### src/sdram_pkg.sv
// constants, types and decode helpers for the sdram bank state block
// assumes a 100 MHz system clock; all timing figures become cycle counts
package sdram_pkg;

  // ***************************************************************
  // clock and timing figures
  // ***************************************************************
  localparam int CLK_PERIOD_NS = 10; // 100 MHz system clock
  localparam int PRECHARGE_TIME_NS = 20; // precharge_time
  localparam int ROW_TO_COLUMN_DELAY_NS = 20; // row_to_column_delay
  localparam int REFRESH_CYCLE_TIME_NS = 66; // refresh_cycle_time
  localparam int MODE_LOAD_DELAY_NS = 20; // mode_load_delay
  localparam int SELF_REFRESH_EXIT_TIME_NS = 75; // self_refresh_exit_time
  localparam int BURST_CYCLES_DEF = 8; // burst length in clocks
  localparam int SELF_REFRESH_PERIOD_NS = 15625; // internal refresh pace

  // least times round up, never below one cycle
  function automatic int min_cycles(input int t_ns);
    int c;
    c = (t_ns + CLK_PERIOD_NS - 1) / CLK_PERIOD_NS;
    return (c < 1) ? 1 : c;
  endfunction : min_cycles

  localparam int CNT_W = 8; // width of the bank and mode timing down-counters
  localparam logic [CNT_W-1:0] PRECHARGE_CYC =
    CNT_W'(min_cycles(PRECHARGE_TIME_NS));
  localparam logic [CNT_W-1:0] ROW_TO_COLUMN_CYC =
    CNT_W'(min_cycles(ROW_TO_COLUMN_DELAY_NS));
  localparam logic [CNT_W-1:0] REFRESH_CYC =
    CNT_W'(min_cycles(REFRESH_CYCLE_TIME_NS));
  localparam logic [CNT_W-1:0] MODE_LOAD_CYC =
    CNT_W'(min_cycles(MODE_LOAD_DELAY_NS));
  localparam int SR_EXIT_RAW = min_cycles(SELF_REFRESH_EXIT_TIME_NS);
  // exit time is never shorter than two clocks
  localparam logic [CNT_W-1:0] SR_EXIT_CYC =
    CNT_W'((SR_EXIT_RAW < 2) ? 2 : SR_EXIT_RAW);
  localparam logic [CNT_W-1:0] BURST_CYC = CNT_W'(BURST_CYCLES_DEF);
  // longest interval rounds down
  localparam int OSC_W = 11; // width of the internal oscillator divider
  localparam logic [OSC_W-1:0] SR_PERIOD_CYC =
    OSC_W'(SELF_REFRESH_PERIOD_NS / CLK_PERIOD_NS);

  // ***************************************************************
  // sizes and reset values
  // ***************************************************************
  localparam int NUM_BANKS = 4;
  localparam int ROW_W = 12; // internal refresh row counter width
  localparam logic [CNT_W-1:0] CNT_ZERO = 8'h00;
  localparam logic [CNT_W-1:0] CNT_ONE = 8'h01;
  localparam logic [ROW_W-1:0] ROW_ZERO = 12'h000;
  localparam logic [ROW_W-1:0] ROW_ONE = 12'h001;
  localparam logic [OSC_W-1:0] OSC_ONE = 11'h001;

  // ***************************************************************
  // enumerations
  // ***************************************************************
  typedef enum logic [2:0] {
    BANK_IDLE = 3'b000,
    BANK_ACTIVATING = 3'b001,
    BANK_ROW_ACTIVE = 3'b010,
    BANK_READ = 3'b011,
    BANK_WRITE = 3'b100,
    BANK_READ_AP = 3'b101,
    BANK_WRITE_AP = 3'b110,
    BANK_PRECHARGING = 3'b111
  } bank_state_type;

  typedef enum logic [2:0] {
    MODE_NORMAL = 3'b000,
    MODE_REFRESHING = 3'b001,
    MODE_MODE_ACCESS = 3'b010,
    MODE_PRECHARGE_ALL = 3'b011,
    MODE_SELF_REFRESH = 3'b100,
    MODE_SR_EXIT = 3'b101
  } mode_type;

  typedef enum logic [2:0] {
    CMD_NOP = 3'b000,
    CMD_ACTIVATE = 3'b001,
    CMD_READ = 3'b010,
    CMD_WRITE = 3'b011,
    CMD_TERMINATE = 3'b100,
    CMD_PRECHARGE = 3'b101,
    CMD_REFRESH = 3'b110,
    CMD_MODE_LOAD = 3'b111
  } cmd_type;

  // command pin decode; deselect folds into no-operation
  function automatic cmd_type decode_cmd(input logic cs_n,
      input logic ras_n, input logic cas_n, input logic we_n);
    if (cs_n) begin
      return CMD_NOP;
    end
    unique case ({ras_n, cas_n, we_n})
      3'b111: return CMD_NOP;
      3'b011: return CMD_ACTIVATE;
      3'b101: return CMD_READ;
      3'b100: return CMD_WRITE;
      3'b110: return CMD_TERMINATE;
      3'b010: return CMD_PRECHARGE;
      3'b001: return CMD_REFRESH;
      default: return CMD_MODE_LOAD;
    endcase
  endfunction : decode_cmd

endpackage : sdram_pkg

### src/sdram_bank_state.sv
// per-bank command state and self refresh sequencing of an sdram
// assumes command pins and clock enable are synchronous to clk_i
`timescale 1ns/1ns
module sdram_bank_state #(
  parameter bit SELF_REFRESH_EN = 1'b1 // clear for automotive variant
) (
  // clock and reset
  input wire logic clk_i,
  input wire logic reset_n_i,
  // command pins
  input wire logic cke_i,
  input wire logic cs_n_i,
  input wire logic ras_n_i,
  input wire logic cas_n_i,
  input wire logic we_n_i,
  input wire logic auto_precharge_addr_bit_i,
  input wire logic bank_select_0_i,
  input wire logic bank_select_1_i,
  // state view
  output sdram_pkg::bank_state_type bank_state_o [sdram_pkg::NUM_BANKS],
  output sdram_pkg::mode_type mode_o,
  output logic [sdram_pkg::ROW_W-1:0] refresh_row_o,
  output logic refresh_pulse_o,
  output logic illegal_cmd_o
);
  import sdram_pkg::*;

  // ***************************************************************
  // command decode
  // ***************************************************************
  logic cke_prev; // clock enable from the previous edge
  logic next_cke_prev;
  cmd_type cmd; // decoded pins of this edge
  logic [1:0] target; // bank named by the bank selects
  logic cmd_live; // pins are meaningful on this edge
  logic all_idle; // every bank idle
  logic [NUM_BANKS-1:0] bank_idle;
  logic [NUM_BANKS-1:0] bank_pre_ok; // bank may be precharged
  logic [1:0] last_burst; // bank of most recent read or write
  logic [1:0] next_last_burst;
  logic pall; // precharge to every bank this edge
  logic [NUM_BANKS-1:0] bank_bad; // per-bank illegal command

  assign cmd = decode_cmd(cs_n_i, ras_n_i, cas_n_i, we_n_i);
  assign target = {bank_select_1_i, bank_select_0_i};
  assign all_idle = &bank_idle;
  // only in normal mode with cke high on both edges
  assign cmd_live = (mode_o == MODE_NORMAL) && cke_prev && cke_i;
  // address bit ten high means all banks, bank selects ignored
  assign pall = cmd_live && (cmd == CMD_PRECHARGE) &&
                auto_precharge_addr_bit_i;

  // ***************************************************************
  // per-bank state machines
  // ***************************************************************
  generate
    for (genvar b = 0; b < NUM_BANKS; b++) begin : g_bank
      bank_state_type next_state;
      logic [CNT_W-1:0] cnt; // time left in a timed state
      logic [CNT_W-1:0] next_cnt;
      logic hit; // this edge's command aims at this bank
      logic cnt_done;

      assign hit = cmd_live && (target == 2'(b));
      assign cnt_done = (cnt == CNT_ONE);
      assign bank_idle[b] = (bank_state_o[b] == BANK_IDLE);
      assign bank_pre_ok[b] = (bank_state_o[b] == BANK_IDLE) ||
                              (bank_state_o[b] == BANK_ROW_ACTIVE) ||
                              (bank_state_o[b] == BANK_READ) ||
                              (bank_state_o[b] == BANK_WRITE);

      // next state: timers first, then commands aimed at this bank
      always_comb begin
        next_state = bank_state_o[b];
        next_cnt = (cnt == CNT_ZERO) ? CNT_ZERO : cnt - CNT_ONE;
        bank_bad[b] = 1'b0;
        unique case (bank_state_o[b])
          BANK_ACTIVATING: begin
            if (cnt_done) begin
              next_state = BANK_ROW_ACTIVE;
            end
          end
          BANK_PRECHARGING, BANK_READ_AP, BANK_WRITE_AP: begin
            if (cnt_done) begin
              next_state = BANK_IDLE;
            end
          end
          BANK_READ, BANK_WRITE: begin
            if (cnt_done) begin
              next_state = BANK_ROW_ACTIVE; // burst ran out
            end
          end
          default: begin
          end
        endcase
        if (pall) begin
          // every bank closes together
          next_state = BANK_PRECHARGING;
          next_cnt = PRECHARGE_CYC;
        end else if (cmd_live && cmd == CMD_TERMINATE &&
                     last_burst == 2'(b) &&
                     (bank_state_o[b] == BANK_READ ||
                      bank_state_o[b] == BANK_WRITE)) begin
          next_state = BANK_ROW_ACTIVE;
          next_cnt = CNT_ZERO;
        end else if (hit) begin
          unique case (bank_state_o[b])
            BANK_IDLE: begin
              if (cmd == CMD_ACTIVATE) begin
                next_state = BANK_ACTIVATING;
                next_cnt = ROW_TO_COLUMN_CYC;
              end else if (cmd == CMD_READ || cmd == CMD_WRITE) begin
                bank_bad[b] = 1'b1;
              end
              // precharge to an idle bank is a no-op
            end
            BANK_ROW_ACTIVE, BANK_READ, BANK_WRITE: begin
              if (cmd == CMD_READ || cmd == CMD_WRITE) begin
                next_state = auto_precharge_addr_bit_i ?
                  ((cmd == CMD_READ) ? BANK_READ_AP : BANK_WRITE_AP) :
                  ((cmd == CMD_READ) ? BANK_READ : BANK_WRITE);
                next_cnt = auto_precharge_addr_bit_i ? PRECHARGE_CYC
                                                     : BURST_CYC;
              end else if (cmd == CMD_PRECHARGE) begin
                // truncates a running burst
                next_state = BANK_PRECHARGING;
                next_cnt = PRECHARGE_CYC;
              end else if (cmd == CMD_ACTIVATE) begin
                bank_bad[b] = 1'b1;
              end
            end
            default: begin
              // busy bank: activate, read, write or precharge is a violation
              bank_bad[b] = (cmd != CMD_NOP) &&
                            (cmd != CMD_TERMINATE) &&
                            (cmd != CMD_REFRESH) &&
                            (cmd != CMD_MODE_LOAD);
            end
          endcase
        end
        // a no-op or deselect falls through, leaving timers running
      end

      // register the bank state and its timer
      always_ff @(posedge clk_i or negedge reset_n_i) begin
        if (!reset_n_i) begin
          bank_state_o[b] <= BANK_IDLE;
          cnt <= CNT_ZERO;
        end else begin
          bank_state_o[b] <= next_state;
          cnt <= next_cnt;
        end
      end
    end
  endgenerate

  // ***************************************************************
  // device-wide mode, refresh counter and internal oscillator
  // ***************************************************************
  mode_type next_mode;
  logic [CNT_W-1:0] mcnt; // time left in a device-wide state
  logic [CNT_W-1:0] next_mcnt;
  logic [OSC_W-1:0] osc; // internal refresh pacing divider
  logic [OSC_W-1:0] next_osc;
  logic osc_tick; // enable from the divider, high while osc is one; one cycle per period in self refresh
  logic [ROW_W-1:0] next_row;
  logic next_pulse;
  logic next_illegal;
  logic sr_enter; // self refresh entry on this edge

  assign osc_tick = (osc == OSC_ONE);
  // same pins as refresh, cke falling; absent on the variant
  assign sr_enter = SELF_REFRESH_EN && (mode_o == MODE_NORMAL) &&
                    cke_prev && !cke_i && (cmd == CMD_REFRESH) &&
                    all_idle;

  // next mode: sequences, refresh pacing and violation flag
  always_comb begin
    next_mode = mode_o;
    next_mcnt = (mcnt == CNT_ZERO) ? CNT_ZERO : mcnt - CNT_ONE;
    next_osc = osc;
    next_row = refresh_row_o;
    next_pulse = 1'b0;
    next_illegal = |bank_bad;
    next_cke_prev = cke_i;
    next_last_burst = last_burst;
    unique case (mode_o)
      MODE_NORMAL: begin
        if (sr_enter) begin
          next_mode = MODE_SELF_REFRESH;
          next_osc = SR_PERIOD_CYC;
        end else if (cmd_live && cmd == CMD_REFRESH) begin
          if (all_idle) begin
            next_mode = MODE_REFRESHING;
            next_mcnt = REFRESH_CYC;
            next_row = refresh_row_o + ROW_ONE;
            next_pulse = 1'b1;
          end else begin
            next_illegal = 1'b1;
          end
        end else if (cmd_live && cmd == CMD_MODE_LOAD) begin
          if (all_idle) begin
            next_mode = MODE_MODE_ACCESS;
            next_mcnt = MODE_LOAD_CYC;
          end else begin
            next_illegal = 1'b1;
          end
        end else if (pall) begin
          next_mode = MODE_PRECHARGE_ALL;
          next_mcnt = PRECHARGE_CYC;
          // a bank busy with its own timing is still closed, but flagged illegal
          next_illegal = !(&bank_pre_ok);
        end else if (cmd_live && (cmd == CMD_READ || cmd == CMD_WRITE)
                     && !bank_bad[target]) begin
          next_last_burst = target; // remembered for terminate
        end
      end
      MODE_REFRESHING, MODE_MODE_ACCESS, MODE_PRECHARGE_ALL,
      MODE_SR_EXIT: begin
        // pins are checked for no-ops only
        next_illegal = cke_i && (cmd != CMD_NOP);
        if (mcnt == CNT_ONE) begin
          next_mode = MODE_NORMAL;
        end
      end
      MODE_SELF_REFRESH: begin
        // only cke is watched; refresh paced internally
        next_osc = osc_tick ? SR_PERIOD_CYC : osc - OSC_ONE;
        if (osc_tick) begin
          next_row = refresh_row_o + ROW_ONE;
          next_pulse = 1'b1;
        end
        if (cke_i) begin
          // an internal refresh may still be under way
          next_mode = MODE_SR_EXIT;
          next_mcnt = SR_EXIT_CYC;
        end
      end
      default: begin
        next_mode = MODE_NORMAL; // unused codes recover
      end
    endcase
  end

  // register device-wide state
  always_ff @(posedge clk_i or negedge reset_n_i) begin
    if (!reset_n_i) begin
      mode_o <= MODE_NORMAL;
      mcnt <= CNT_ZERO;
      osc <= OSC_ONE;
      refresh_row_o <= ROW_ZERO;
      refresh_pulse_o <= 1'b0;
      illegal_cmd_o <= 1'b0;
      cke_prev <= 1'b0;
      last_burst <= 2'b00;
    end else begin
      mode_o <= next_mode;
      mcnt <= next_mcnt;
      osc <= next_osc;
      refresh_row_o <= next_row;
      refresh_pulse_o <= next_pulse;
      illegal_cmd_o <= next_illegal;
      cke_prev <= next_cke_prev;
      last_burst <= next_last_burst;
    end
  end

endmodule : sdram_bank_state

### config.mk
export PLATFORM = sky130hd
export DESIGN_NAME = sdram_bank_state
export DESIGN_NICKNAME = d
export VERILOG_FILES = /design/src/sdram_pkg.sv /design/src/sdram_bank_state.sv
export SDC_FILE = /design/constraint.sdc
export NUM_CORES = 1
export LEC_CHECK = 0
export BUFFER_PORTS_ARGS = -buffer_cell sky130_fd_sc_hd__buf_2
export CAP_MARGIN = 20
export CORE_MARGIN = 1.5
export CORE_UTILIZATION = 55
export CTS_CLUSTER_DIAMETER = 80
export DETAILED_ROUTE_END_ITERATION = 10
export PLACE_DENSITY = 0.82
export SYNTH_ARGS = -nofsm -noshare
export SYNTH_HDL_FRONTEND = slang
export SYNTH_SLANG_ARGS = --single-unit
### constraint.sdc
create_clock -name clk_i -period 2.2 [get_ports clk_i]
set_clock_uncertainty 0.1 [all_clocks]
set_input_delay 0.33 -clock clk_i [delete_from_list [all_inputs] [get_ports clk_i]]
set_output_delay 0.33 -clock clk_i [all_outputs]
set_load 0.05 [all_outputs]
---- Word-level counts from Yosys, hierarchy flattened ----
Cells that the tools add are included.
cells by class
  $add $sub $neg .......................... 7
  magnitude comparators ................... 1
  eq/ne operators ......................... 72
  muxes and demuxes ....................... 140
  bitwise operators ....................... 4
  reduce and logical (&&, ||, !) cells .... 82
operator list
  cell                     number
  $mux W8                  36
  $mux W3                  44
  $pmux W8 S2              5
  $eq A3 B3 Y1 const B     26
  $mux W12                 4
  $pmux W3 S2              8
  $eq A3 B2 Y1 const B     14
  $eq A8 B1 Y1 const B     5
  $logic_not A8 Y1         5
  $sub A8 B1 Y8 const B    5
  $reduce_or A3 Y1         12
  $logic_and A1 B1 Y1      28
  $mux W1                  28
  $pmux W12 S2             1
  $mux W11                 2
  $pmux W11 S2             1
  $eq A3 B1 Y1 const B     7
  $pmux W3 S7              1
  $logic_or A1 B1 Y1       17
  $logic_not A3 Y1         5
  $add A12 B1 Y12 const B  1
  $ne A2 B2 Y1 const B     6
  $pmux W1 S2              6
  $eq A11 B1 Y1 const B    1
  22 further kinds         38
word-level totals
  register bits ........................... 83
  input bits .............................. 10
  output and inout bits ................... 29
  word-level logic and storage cells ...... 322

---- Logic depth before layout (Yosys ltp) ----
Gate-level depths: netlist (run 1).
  depth in word-level cells ............... 17
  mapped depth ............................ 10
  gate-level depth less buffers ........... 8

---- Worst setup path after synthesis (run 1) ----
Ideal clock, no wire load.
  kind .................................... flip-flop to flip-flop
  from .................................... reg bank_state_o[6] (netlist bit)
  to ...................................... reg mode_o[0]
  library setup time ...................... 0.125 ns
  arrival ................................. 2.318 ns
  data required time ...................... 1.975 ns
  path slack .............................. -0.343 ns
  cell stages (with the launch flop) ...... 8
  buffers on the path ..................... 1
  period minus slack after synthesis ...... 2.543 ns
  cells stage by stage .................... dfrtp_1 -> clkbuf_1 -> nor4_1 -> nand4_1 -> nor4_2 -> nor2_1 -> a31oi_1 -> mux2_2
on the way
  word-level cells in the longest chain between the ends .. 5
  elaborated cells between the ends (all ways) .. 9
  classes of those cells .................. eq/ne: 3; mux: 2; reduce/logical: 4
RTL lines
  what                                                                      line                     RTL
  from (decl)                                                               sdram_bank_state.sv:20   output sdram_pkg::bank_state_type bank_state_o [sdram_pkg::NUM_BANKS],
  from (signal, indexed assignment)                                         sdram_bank_state.sv:150  bank_state_o[b] <= next_state;
  $logic_not A3 Y1 (*)                                                      sdram_bank_state.sv:66   assign bank_idle[b] = (bank_state_o[b] == BANK_IDLE);
  $reduce_and A4 Y1 (*)                                                     sdram_bank_state.sv:46   assign all_idle = &bank_idle;
  $logic_and A1 B1 Y1                                                       sdram_bank_state.sv:174  cke_prev && !cke_i && (cmd == CMD_REFRESH) &&
  $ne A5 B3 Y1 (no source line) (tied with other cells)                     -
  $reduce_and A5 Y1 (no source line) / $pmux W3 S3 (equally long branches)  -
  to (signal assigned)                                                      sdram_bank_state.sv:257  mode_o <= next_mode;
  to (decl)                                                                 sdram_bank_state.sv:21   output sdram_pkg::mode_type mode_o,
Every way passes the cells marked *; elsewhere a longest branch is shown, timed or not.
A chain may end at the register's enable or synchronous reset.

---- Worst setup path after layout (run 1) ----
  from .................................... reg osc[0]
  to ...................................... reg refresh_row_o[5] (netlist bit)
on the way
  word-level cells in the longest chain between the ends .. 3
RTL lines
  what                                line                     RTL
  from (decl)                         sdram_bank_state.sv:163  logic [OSC_W-1:0] osc;
  from (signal assigned)              sdram_bank_state.sv:259  osc <= next_osc;
  $eq A11 B1 Y1                       sdram_bank_state.sv:171  assign osc_tick = (osc == OSC_ONE);
  $ne A2 B2 Y1 (no source line)       -
  $reduce_and A5 Y1 (no source line)  -
  to (signal assigned)                sdram_bank_state.sv:260  refresh_row_o <= next_row;
  to (decl)                           sdram_bank_state.sv:22   output logic [sdram_pkg::ROW_W-1:0] refresh_row_o,
Every way passes these cells.

==> run metrics, run 1 <==
top_reg_cell synth=dfrtp_1; Syn Area/Cell=8.44 um2; CP Class=reg2reg; relative slew slack=54.6%; DRT antenna net count=0; H-tree depth=3; Nets=823; # IOs=39; ANT cells=0; Yosys cell types=78; Longest Clk Path Bufs=2; clock tree sinks=83; final hold slack=68.2 ps; Iter 0 DRT Violations=347; gpl congestion=0.991; CTS tree=yes; Place WS=-149 ps; Clk Latency, worst-skew pair=360 ps; fin. max-slew vios=0; IR drop worst, VDD=643 uV; PortBufs=38; site row count=36; vias=5665; Core Area=0.00973 mm2; CTS buffer count=9; Flop pwr share=34.7%; wire length per cell=17.2 um; worst-case setup margin in the final layout=-81.5 ps; Netlist Area Pre-Place=0.00549 mm2; Worst EP required=2390 ps; Synth Instances=650; CP Max Fanout=6; most frequent cells in the layout=116 x buf_4, 79 x nor2_1, 69 x dfrtp_1; register area=0.00209 mm2; Seq/Total Area, Yosys=37.9%; HP Class=in2reg; Die Y=103 um; area occupied by multi-input gates=0.00347 mm2; root buffer selected by CTS=clkbuf_8; max cap viols=0; Final Setup Violations=17; f_max=438 MHz; GRT Total Usage=31.3%; Die ar.=0.0106 mm2; crit share post-route=104%; synth-to-layout area growth=31.0%; RSZ-0062 raised after global routing=yes; Initial Util=56.4%; Sw Pwr=0.00328 W; PD cells=1030 mW/mm2; # fillers=730; P_int=0.00413 W; Clk pwr share=13.9%; Combinational Power Share=51.4%; dpl hpwl=11.8 mm; outcome=finished, violations left; Die W=103 um; most common cell after layout, fill and taps aside=buf_4; Worst setup EP type=flip-flop; Leak=3.13 nW; Net Sw Frac=44.3%; initial antenna violation count=0; Arrival @ worst endpoint=2470 ps; # DRC=0; Vias/cell=6.05; first-pass GRT wire length=25.7 mm; post-synth net total=675; failing checks=negative setup slack; share of cells above drive strength 1=31.5%; 1st-pass router iterations=6; Hold Vio Cnt, Final=0; Seq cells post-synth=83; final wirelength=16.1 mm; CTS clk-pin slew, worst paths=80 ps; Util after Layout=73.9%; vias in the first global route=5351; CP Launch Type=flip-flop; Final Critical Period=2280 ps; asr flop ratio synth=100%; number of flops mapped to enable cells by yosys=0; grt ovf=0; yosys warns=0; largest net degree at the start of global routing=41; Least-Margin Pin Slew=677 ps
kinds of logic (layout without fill, tap and decap cells):
kind of cell / count (synthesis) / after routing / share of synthesized area, %
and+or+nand+nor: 282 / 282 / 27.1
adders and majority gates: 15 / 15 / 3.42
muxes: 8 / 8 / 1.51
buffers and inverters: 55 / 207 / 4.08
AOI/OAI and AO/OA: 167 / 168 / 19.6
DFF: 83 / 83 / 37.9
xor gates and xnor gates: 40 / 40 / 6.39
power by group through the flow:
stage	Sequential [W]	Combinational, W	Clock, W
floorplan	0.00288	0.00209	0
global placement	0.00254	0.00340	0
detailed placement	0.00259	0.00352	0
CTS	0.00256	0.00362	0.00105
global route	0.00264	0.00419	0.00111
finish	0.00257	0.00381	0.00103
per-stage QoR:
stage	area [um2]	TNS (ps)	cells	power [W]
2_1_floorplan	5640	-460	650	0.00497
3_3_place_gp	6630	-1820	899	0.00594
3_5_place_dp	6630	-3890	899	0.00610
4_1_cts	7000	-532	926	0.00723
5_1_grt	7190	-3000	936	0.00794
6_report	7190	-600	936	0.00741
synth_stat cells, drive strengths merged (4+ instances only):
master   instances  area (um2)
xnor2           20         175
o22ai            5        31.3
mux2i            6        60.1
or3b             7        61.3
nor2b            5        31.3
nor4            14         115
nor3b            4        30.0
and4             5        43.8
o2111ai          5        43.8
nor2            87         337
nor3            30         181
a21o             5        45.0
o21ai           49         245
or3              8        50.1
ha              15         188
a211oi           4        30.0
nand2b           4        25.0
inv             29         109
a21boi           6        45.0
clkbuf          18        68.8
and3             4        25.0
o21a             4        30.0
a22oi            7        52.6
nand2           60         225
xor2            20         175
nand3           21         105
or2              5        31.3
and2             6        37.5
dfrtp           82        2050
o211ai           6        45.0
nand4            7        43.8
a21oi           42         210
buf              8        46.3
critical path: stages, from the launching register on:
cell,delay (ps)
dfstp_2,570
ha_4,130
or4b_4,470
nor4_4,230
nor2_4,90
a21o_4,250
nor3_2,200
xor2_1,160
final cells by class:
| cell class | instances | area share, % |
|---|---|---|
| Multi-Input combinational cell | 513 | 48.3 |
| Sequential cell | 83 | 29.1 |
| Inverter | 29 | 1.51 |
| Tap cell | 133 | 2.32 |
| Timing Repair Buffer | 162 | 16.2 |
| Clock buffer | 12 | 2.16 |
| Clock inverter | 4 | 0.348 |
per-layer routing:
layer  vias to the layer above  track usage [%]  routed length [um]
met5                         -                0                   0
met4                         0             13.0                 374
met3                        41             5.56                1110
met2                       236             52.0                7840
met1                      2740             40.7                6800
li1                       2648                -                   -
flip-flops by register name, indices dropped and copies added (netlist names):
signal           cells
bank_state_o        12
cke_prev             1
g_bank.cnt          32
illegal_cmd_o        1
last_burst           2
mcnt                 8
mode_o               3
osc                 11
refresh_pulse_o      1
refresh_row_o       12
timing repair:
item,4_1_cts,5_1_grt
setup endpoints to repair,36,60
gates resized for setup,26,34
gates cloned,1,0
endpoints found under the hold margin,27,0
buffers inserted,9,12
hold buffers,1,0
pin swaps,16,27
worst paths after layout:
kind | to | start | slack (ps) | cells after the start
max | refresh_row_o[5] | osc[0] | -80 | 7
min | cke_prev | cke_i | 70 | 1
max reg2reg | refresh_row_o[5] | osc[0] | -80 | 7
min reg2reg | refresh_row_o[11] | refresh_row_o[11] | 390 | 1
max in group asynchronous | osc[0] | reset_n_i | 990 | 3
min in group asynchronous | g_bank[3].cnt[7] | reset_n_i | 360 | 2
(Power assumes the default switching activity.)
==> run 2: changes to the inputs <==
--- a/config.mk
+++ b/config.mk
@@ -7,6 +7,7 @@
 export LEC_CHECK = 0
 export BUFFER_PORTS_ARGS = -buffer_cell sky130_fd_sc_hd__buf_2
 export CAP_MARGIN = 20
+export CORE_ASPECT_RATIO = 0.75
 export CORE_MARGIN = 1.5
 export CORE_UTILIZATION = 55
 export CTS_CLUSTER_DIAMETER = 80
==> run metrics, run 2 (synthesis gave the netlist of run 1 again) <==
Top cell by count, worst path=buf_6; Worst Hold Depth=2; Final Setup Violations=15; 1st-pass router iterations=5; Hold Path End=cke_prev; worst hold start=cke_i; # IOs=39; Place WS=-152 ps; first-pass GRT wire length=25.7 mm; Iter 0 DRT Violations=456; CTS tree=yes; final total power=0.00800 W; max reg flops=32; Clk Latency, worst-skew pair=350 ps; IR drop worst, VDD=704 uV; Die ar.=0.0106 mm2; Largest Register=g_bank.cnt; CTS clk-pin slew, worst paths=60 ps; final wirelength=16.2 mm; Nets=817; root buffer selected by CTS=clkbuf_16; relative slew slack=57.6%; worst-case setup margin in the final layout=-93.7 ps; Core Area=0.00966 mm2; CTS buffer count=9; fin. max-slew vios=0; R2R Setup Slk=-90 ps; RR Startpoint=mode_o[1]; synth-to-layout area growth=33.8%; CP Max Fanout=7; crit share post-route=104%; Leak=3.16 nW; GRT Total Usage=30.7%; most common cell after layout, fill and taps aside=buf_4; Initial Util=56.8%; delay-heaviest family, CP=simple AND/OR/NAND/NOR gates; H-tree depth=3; HP Class=in2reg; vias in the first global route=5364; CP Launch Type=flip-flop; DRT antenna net count=0; CP Class=reg2reg; outcome=finished, violations left; site row count=31; clock tree sinks=83; worst r2r path cells=8; Worst Path Buf+Inv=2; Hold Vio Cnt, Final=0; wire length per cell=17.5 um; f_max=436 MHz; Die W=118 um; Longest Clk Path Bufs=2; most frequent cells in the layout=107 x buf_4, 78 x nor2_1, 69 x dfrtp_1; Worst EP required=2330 ps; grt ovf=0; Final Critical Period=2290 ps; failing checks=negative setup slack; Least-Margin Pin Slew=635 ps; crit-path cells=or3b_1 > buf_6 > buf_6 > nor4b_4 > o211ai_1 > o21ai_1 > nand2b_4 > nor2_1; max cap viols=0; RSZ-0062 raised after global routing=yes; PortBufs=38; gpl congestion=0.980; Arrival @ worst endpoint=2430 ps; Crit Reg-Reg Endpoint=g_bank[2].cnt[7]; critical path's slowest cell=dfrtp_2; placed cell count=895; Worst setup EP type=flip-flop; largest net degree at the start of global routing=38; Critical Path Max Stage Delay=400 ps; dpl hpwl=11.8 mm; share of cells above drive strength 1=32.5%; Largest regs=g_bank.cnt (32), bank_state_o (12), refresh_row_o (12); ANT cells=0; Die Y=89.5 um; Util after Layout=76.0%; PD cells=1090 mW/mm2; Layout Cells excl Fill=929; Vias/cell=6.16; vias=5718; # DRC=0; initial antenna violation count=0
[run 2: cell types whose count changed in the layout (fill, tap and decap cells not counted), sizes merged]
cell,previous run,this run
clkinvlp,2,1
clkbuf,12,9
bufinv,0,1
inv,29,31
buf,161,155
clkinv,2,3
[run 2: layout make-up]
cell class              count  area [um2]
well taps                 132         165
multi-input cells         513        3540
flip-flops and latches     83        2090
inverters                  29         109
clock buffers               9         225
clock inverters             7        73.8
repair buffers            156        1130
fillers                   619        2320
[run 2: worst max path at each step]
stage | endpoint | cells after the start | slack (ps) | from
floorplan | mode_o[0] | 7 | -100 | bank_state_o[6]
global placement | g_bank[1].cnt[6] | 8 | -50 | we_n_i
detailed placement | last_burst[1] | 7 | -150 | cs_n_i
CTS | refresh_row_o[5] | 7 | -50 | osc[0]
global route | refresh_row_o[9] | 7 | -190 | osc[0]
finish | g_bank[2].cnt[7] | 8 | -90 | mode_o[1]
[run 2: stage by stage]
| step | area (um2) | hold slack (ps) | setup TNS, ps |
|---|---|---|---|
| floorplan | 5640 | -65.6 | -460 |
| global placement | 6610 | 198 | -833 |
| detailed placement | 6610 | 210 | -2340 |
| CTS | 7020 | 137 | -206 |
| global route | 7340 | 146 | -4080 |
| finish | 7340 | 143 | -816 |
[run 2: power breakdown]
part / switching [W] / internal [W]
registers: 0.000533 / 0.00206
clock network: 0.000642 / 0.000885
logic: 0.00227 / 0.00161
total: 0.00345 / 0.00455
[run 2: repair_timing]
action,CTS,global route
gates resized for setup,16,67
hold endpoints to repair,28,0
gates cloned,1,0
hold buffers,1,0
pin swaps,9,34
buffers inserted,2,14
endpoints found under the setup margin,40,69
[run 2: routing by layer]
layer	GRT usage, %	routed length [um]	vias up
li1	-	-	2652
met1	40.2	6820	2752
met4	12.0	322	0
met5	0	0	-
met3	7.53	1390	36
met2	50.1	7690	278
==> run 3: changes to the inputs <==
--- a/config.mk
+++ b/config.mk
@@ -5,14 +5,15 @@
 export SDC_FILE = /design/constraint.sdc
 export NUM_CORES = 1
 export LEC_CHECK = 0
+export ABC_AREA = 1
 export BUFFER_PORTS_ARGS = -buffer_cell sky130_fd_sc_hd__buf_2
 export CAP_MARGIN = 20
 export CORE_ASPECT_RATIO = 0.75
 export CORE_MARGIN = 1.5
-export CORE_UTILIZATION = 55
+export CORE_UTILIZATION = 56
 export CTS_CLUSTER_DIAMETER = 80
 export DETAILED_ROUTE_END_ITERATION = 10
-export PLACE_DENSITY = 0.82
+export PLACE_DENSITY = 0.83
 export SYNTH_ARGS = -nofsm -noshare
 export SYNTH_HDL_FRONTEND = slang
 export SYNTH_SLANG_ARGS = --single-unit
==> run metrics, run 3 <==
Seq/Total Area, Yosys=36.3%; CP Class=reg2reg; fin. max-slew vios=0; f_max=485 MHz; CTS clk-pin slew, worst paths=70 ps; number of flops mapped to enable cells by yosys=0; CTS tree=yes; most common cell after layout, fill and taps aside=nand2_1; Iter 0 DRT Violations=483; largest net degree at the start of global routing=51; CP Launch Type=flip-flop; first-pass GRT wire length=23.7 mm; Worst EP required=2330 ps; Final Critical Period=2060 ps; Place WS=196 ps; Nets=891; Clk Latency, worst-skew pair=350 ps; Largest regs=g_bank.cnt (32), bank_state_o (12), refresh_row_o (12); post-synth net total=832; setup bufs post-CTS=0; root buffer selected by CTS=clkbuf_16; worst r2r path cells=10; Seq cells post-synth=83; DRT antenna net count=0; Die W=120 um; max cap viols=0; vias=5406; worst hold start=cke_i; wire length per cell=13.7 um; top post-synthesis cells by count=188 x nand2_1, 119 x nor2_1, 111 x inv_1, 82 x dfrtp_1, 58 x nand3_1; max reg flops=32; GRT Total Usage=27.2%; Area contributors post-synth=dfrtp_1 36%, nand2_1 12%, nor2_1 7.8%, inv_1 7.3%, nand3_1 5.1%; asr flop ratio synth=100%; Core Area=0.00981 mm2; gpl congestion=1.01; Die ar.=0.0109 mm2; initial antenna violation count=0; Leak=3.38 nW; # fillers=856; RR Startpoint=mode_o[1]; Die Y=90.6 um; worst-case setup margin in the final layout=137 ps; clock tree sinks=83; Worst setup EP type=flip-flop; CTS buffer count=9; share of cells above drive strength 1=14.8%; Arrival @ worst endpoint=2200 ps; Syn Area/Cell=7.10 um2; register area=0.00208 mm2; PD cells=1190 mW/mm2; crit share post-route=93.8%; dpl hpwl=10.3 mm; Worst Hold Depth=1; Netlist Area Pre-Place=0.00573 mm2; Largest Register=g_bank.cnt; # IOs=39; PortBufs=38; setup tns final=0 ps; Least-Margin Pin Slew=573 ps; CP Max Fanout=10; Initial Util=58.4%; top_reg_cell synth=dfrtp_1; H-tree depth=3; grt ovf=0; Layout Cells excl Fill=1003; IR drop worst, VDD=787 uV; Yosys cell types=52; HP Class=in2reg; largest area contributor in the netlist=dfrtp_1; Synth Instances=807; most frequent cells in the layout=188 x nand2_1, 119 x nor2_1, 111 x inv_1; 1st-pass router iterations=5; area occupied by multi-input gates=0.00318 mm2; RSZ-0062 raised after global routing=no; placed cell count=986; most frequent cell after synthesis=nand2_1; Vias/cell=5.39; crit path from=mode_o[1]; vias in the first global route=4868; final wirelength=13.7 mm; site row count=31; synth-to-layout area growth=13.6%; # DRC=0; outcome=complete, no violations; top-area cell type share of the netlist area=35.8%; Util after Layout=66.3%; Final Setup Violations=0; Longest Clk Path Bufs=2; yosys warns=0; relative slew slack=61.7%; Hold Vio Cnt, Final=0; ANT cells=0
-- run 3: cell count changes after synthesis, sizes merged, moves of 8 or more --
cell | before | now
xnor2 | 20 | 7
nor2 | 87 | 132
nor3 | 30 | 22
inv | 29 | 118
nor4 | 14 | 1
nand4 | 7 | 19
clkbuf | 18 | 2
nand2 | 60 | 197
nand3 | 21 | 63
a21oi | 42 | 29
-- run 3: area by class of cell --
| class | instances | area share (%) |
|---|---|---|
| Inverter | 119 | 6.88 |
| Clock inverter | 7 | 1.25 |
| Sequential cell | 83 | 31.9 |
| Clock buffer | 9 | 3.46 |
| Timing Repair Buffer | 53 | 5.11 |
| Tap cell | 132 | 2.54 |
| Multi-Input combinational cell | 600 | 48.8 |
-- run 3: worst paths after layout --
check	endpoint	slack, ps
max reg2reg	mcnt[0]	140
min reg2reg	g_bank[1].cnt[0]	360
min in group asynchronous	g_bank[2].cnt[5]	370
max	mcnt[0]	140
min	cke_prev	90
max in group asynchronous	osc[0]	970
-- run 3: critical path, cell delays in order, from the launching register on --
cell and delay (ps):
dfrtp_1 430, nor2_4 230, nand3_4 120, nor2_8 240, nand2_2 260, nand2_1 160
nand3_2 110, nand2_1 100, nand2_1 70, nand3_1 80, nand2_1 50
-- run 3: cells by family (layout without fill, tap and decap cells) --
family	count (synthesis)	in the layout	share of synthesized area, %
and+or+nand+nor	444	444	35.4
xor gates and xnor gates	34	34	5.20
AOI/OAI and AO/OA	107	107	11.5
buffers and inverters	124	188	8.34
adders and majority gates	15	15	3.28
DFF	83	83	36.3
-- run 3: routing by layer --
layer  GRT usage [%]  wire length [um]
met2            37.0              5610
met3            5.56              1120
met5               0                 0
met4            7.34               162
met1            43.2              6830
-- run 3: power breakdown --
part / switching, W / total, W / internal [W]
Sequential: 0.000413 / 0.00242 / 0.00201
Clock: 0.000669 / 0.00156 / 0.000895
Combinational: 0.00250 / 0.00376 / 0.00126
-- run 3: what timing repair did --
| item | in CTS | in global routing |
|---|---|---|
| hold buffers | 1 | 0 |
| resized for setup | 0 | 1 |
| setup endpoints to repair | 0 | 2 |
| endpoints found under the hold margin | 33 | 0 |
-- run 3: per-stage QoR --
stage | hold WS [ps] | power [W] | cell area [um2]
global route | 82.5 | 0.00842 | 6510
floorplan | -65.6 | 0.00523 | 5730
global placement | 215 | 0.00605 | 6190
CTS | 79.8 | 0.00773 | 6500
finish | 87.0 | 0.00775 | 6510
detailed placement | 216 | 0.00611 | 6190
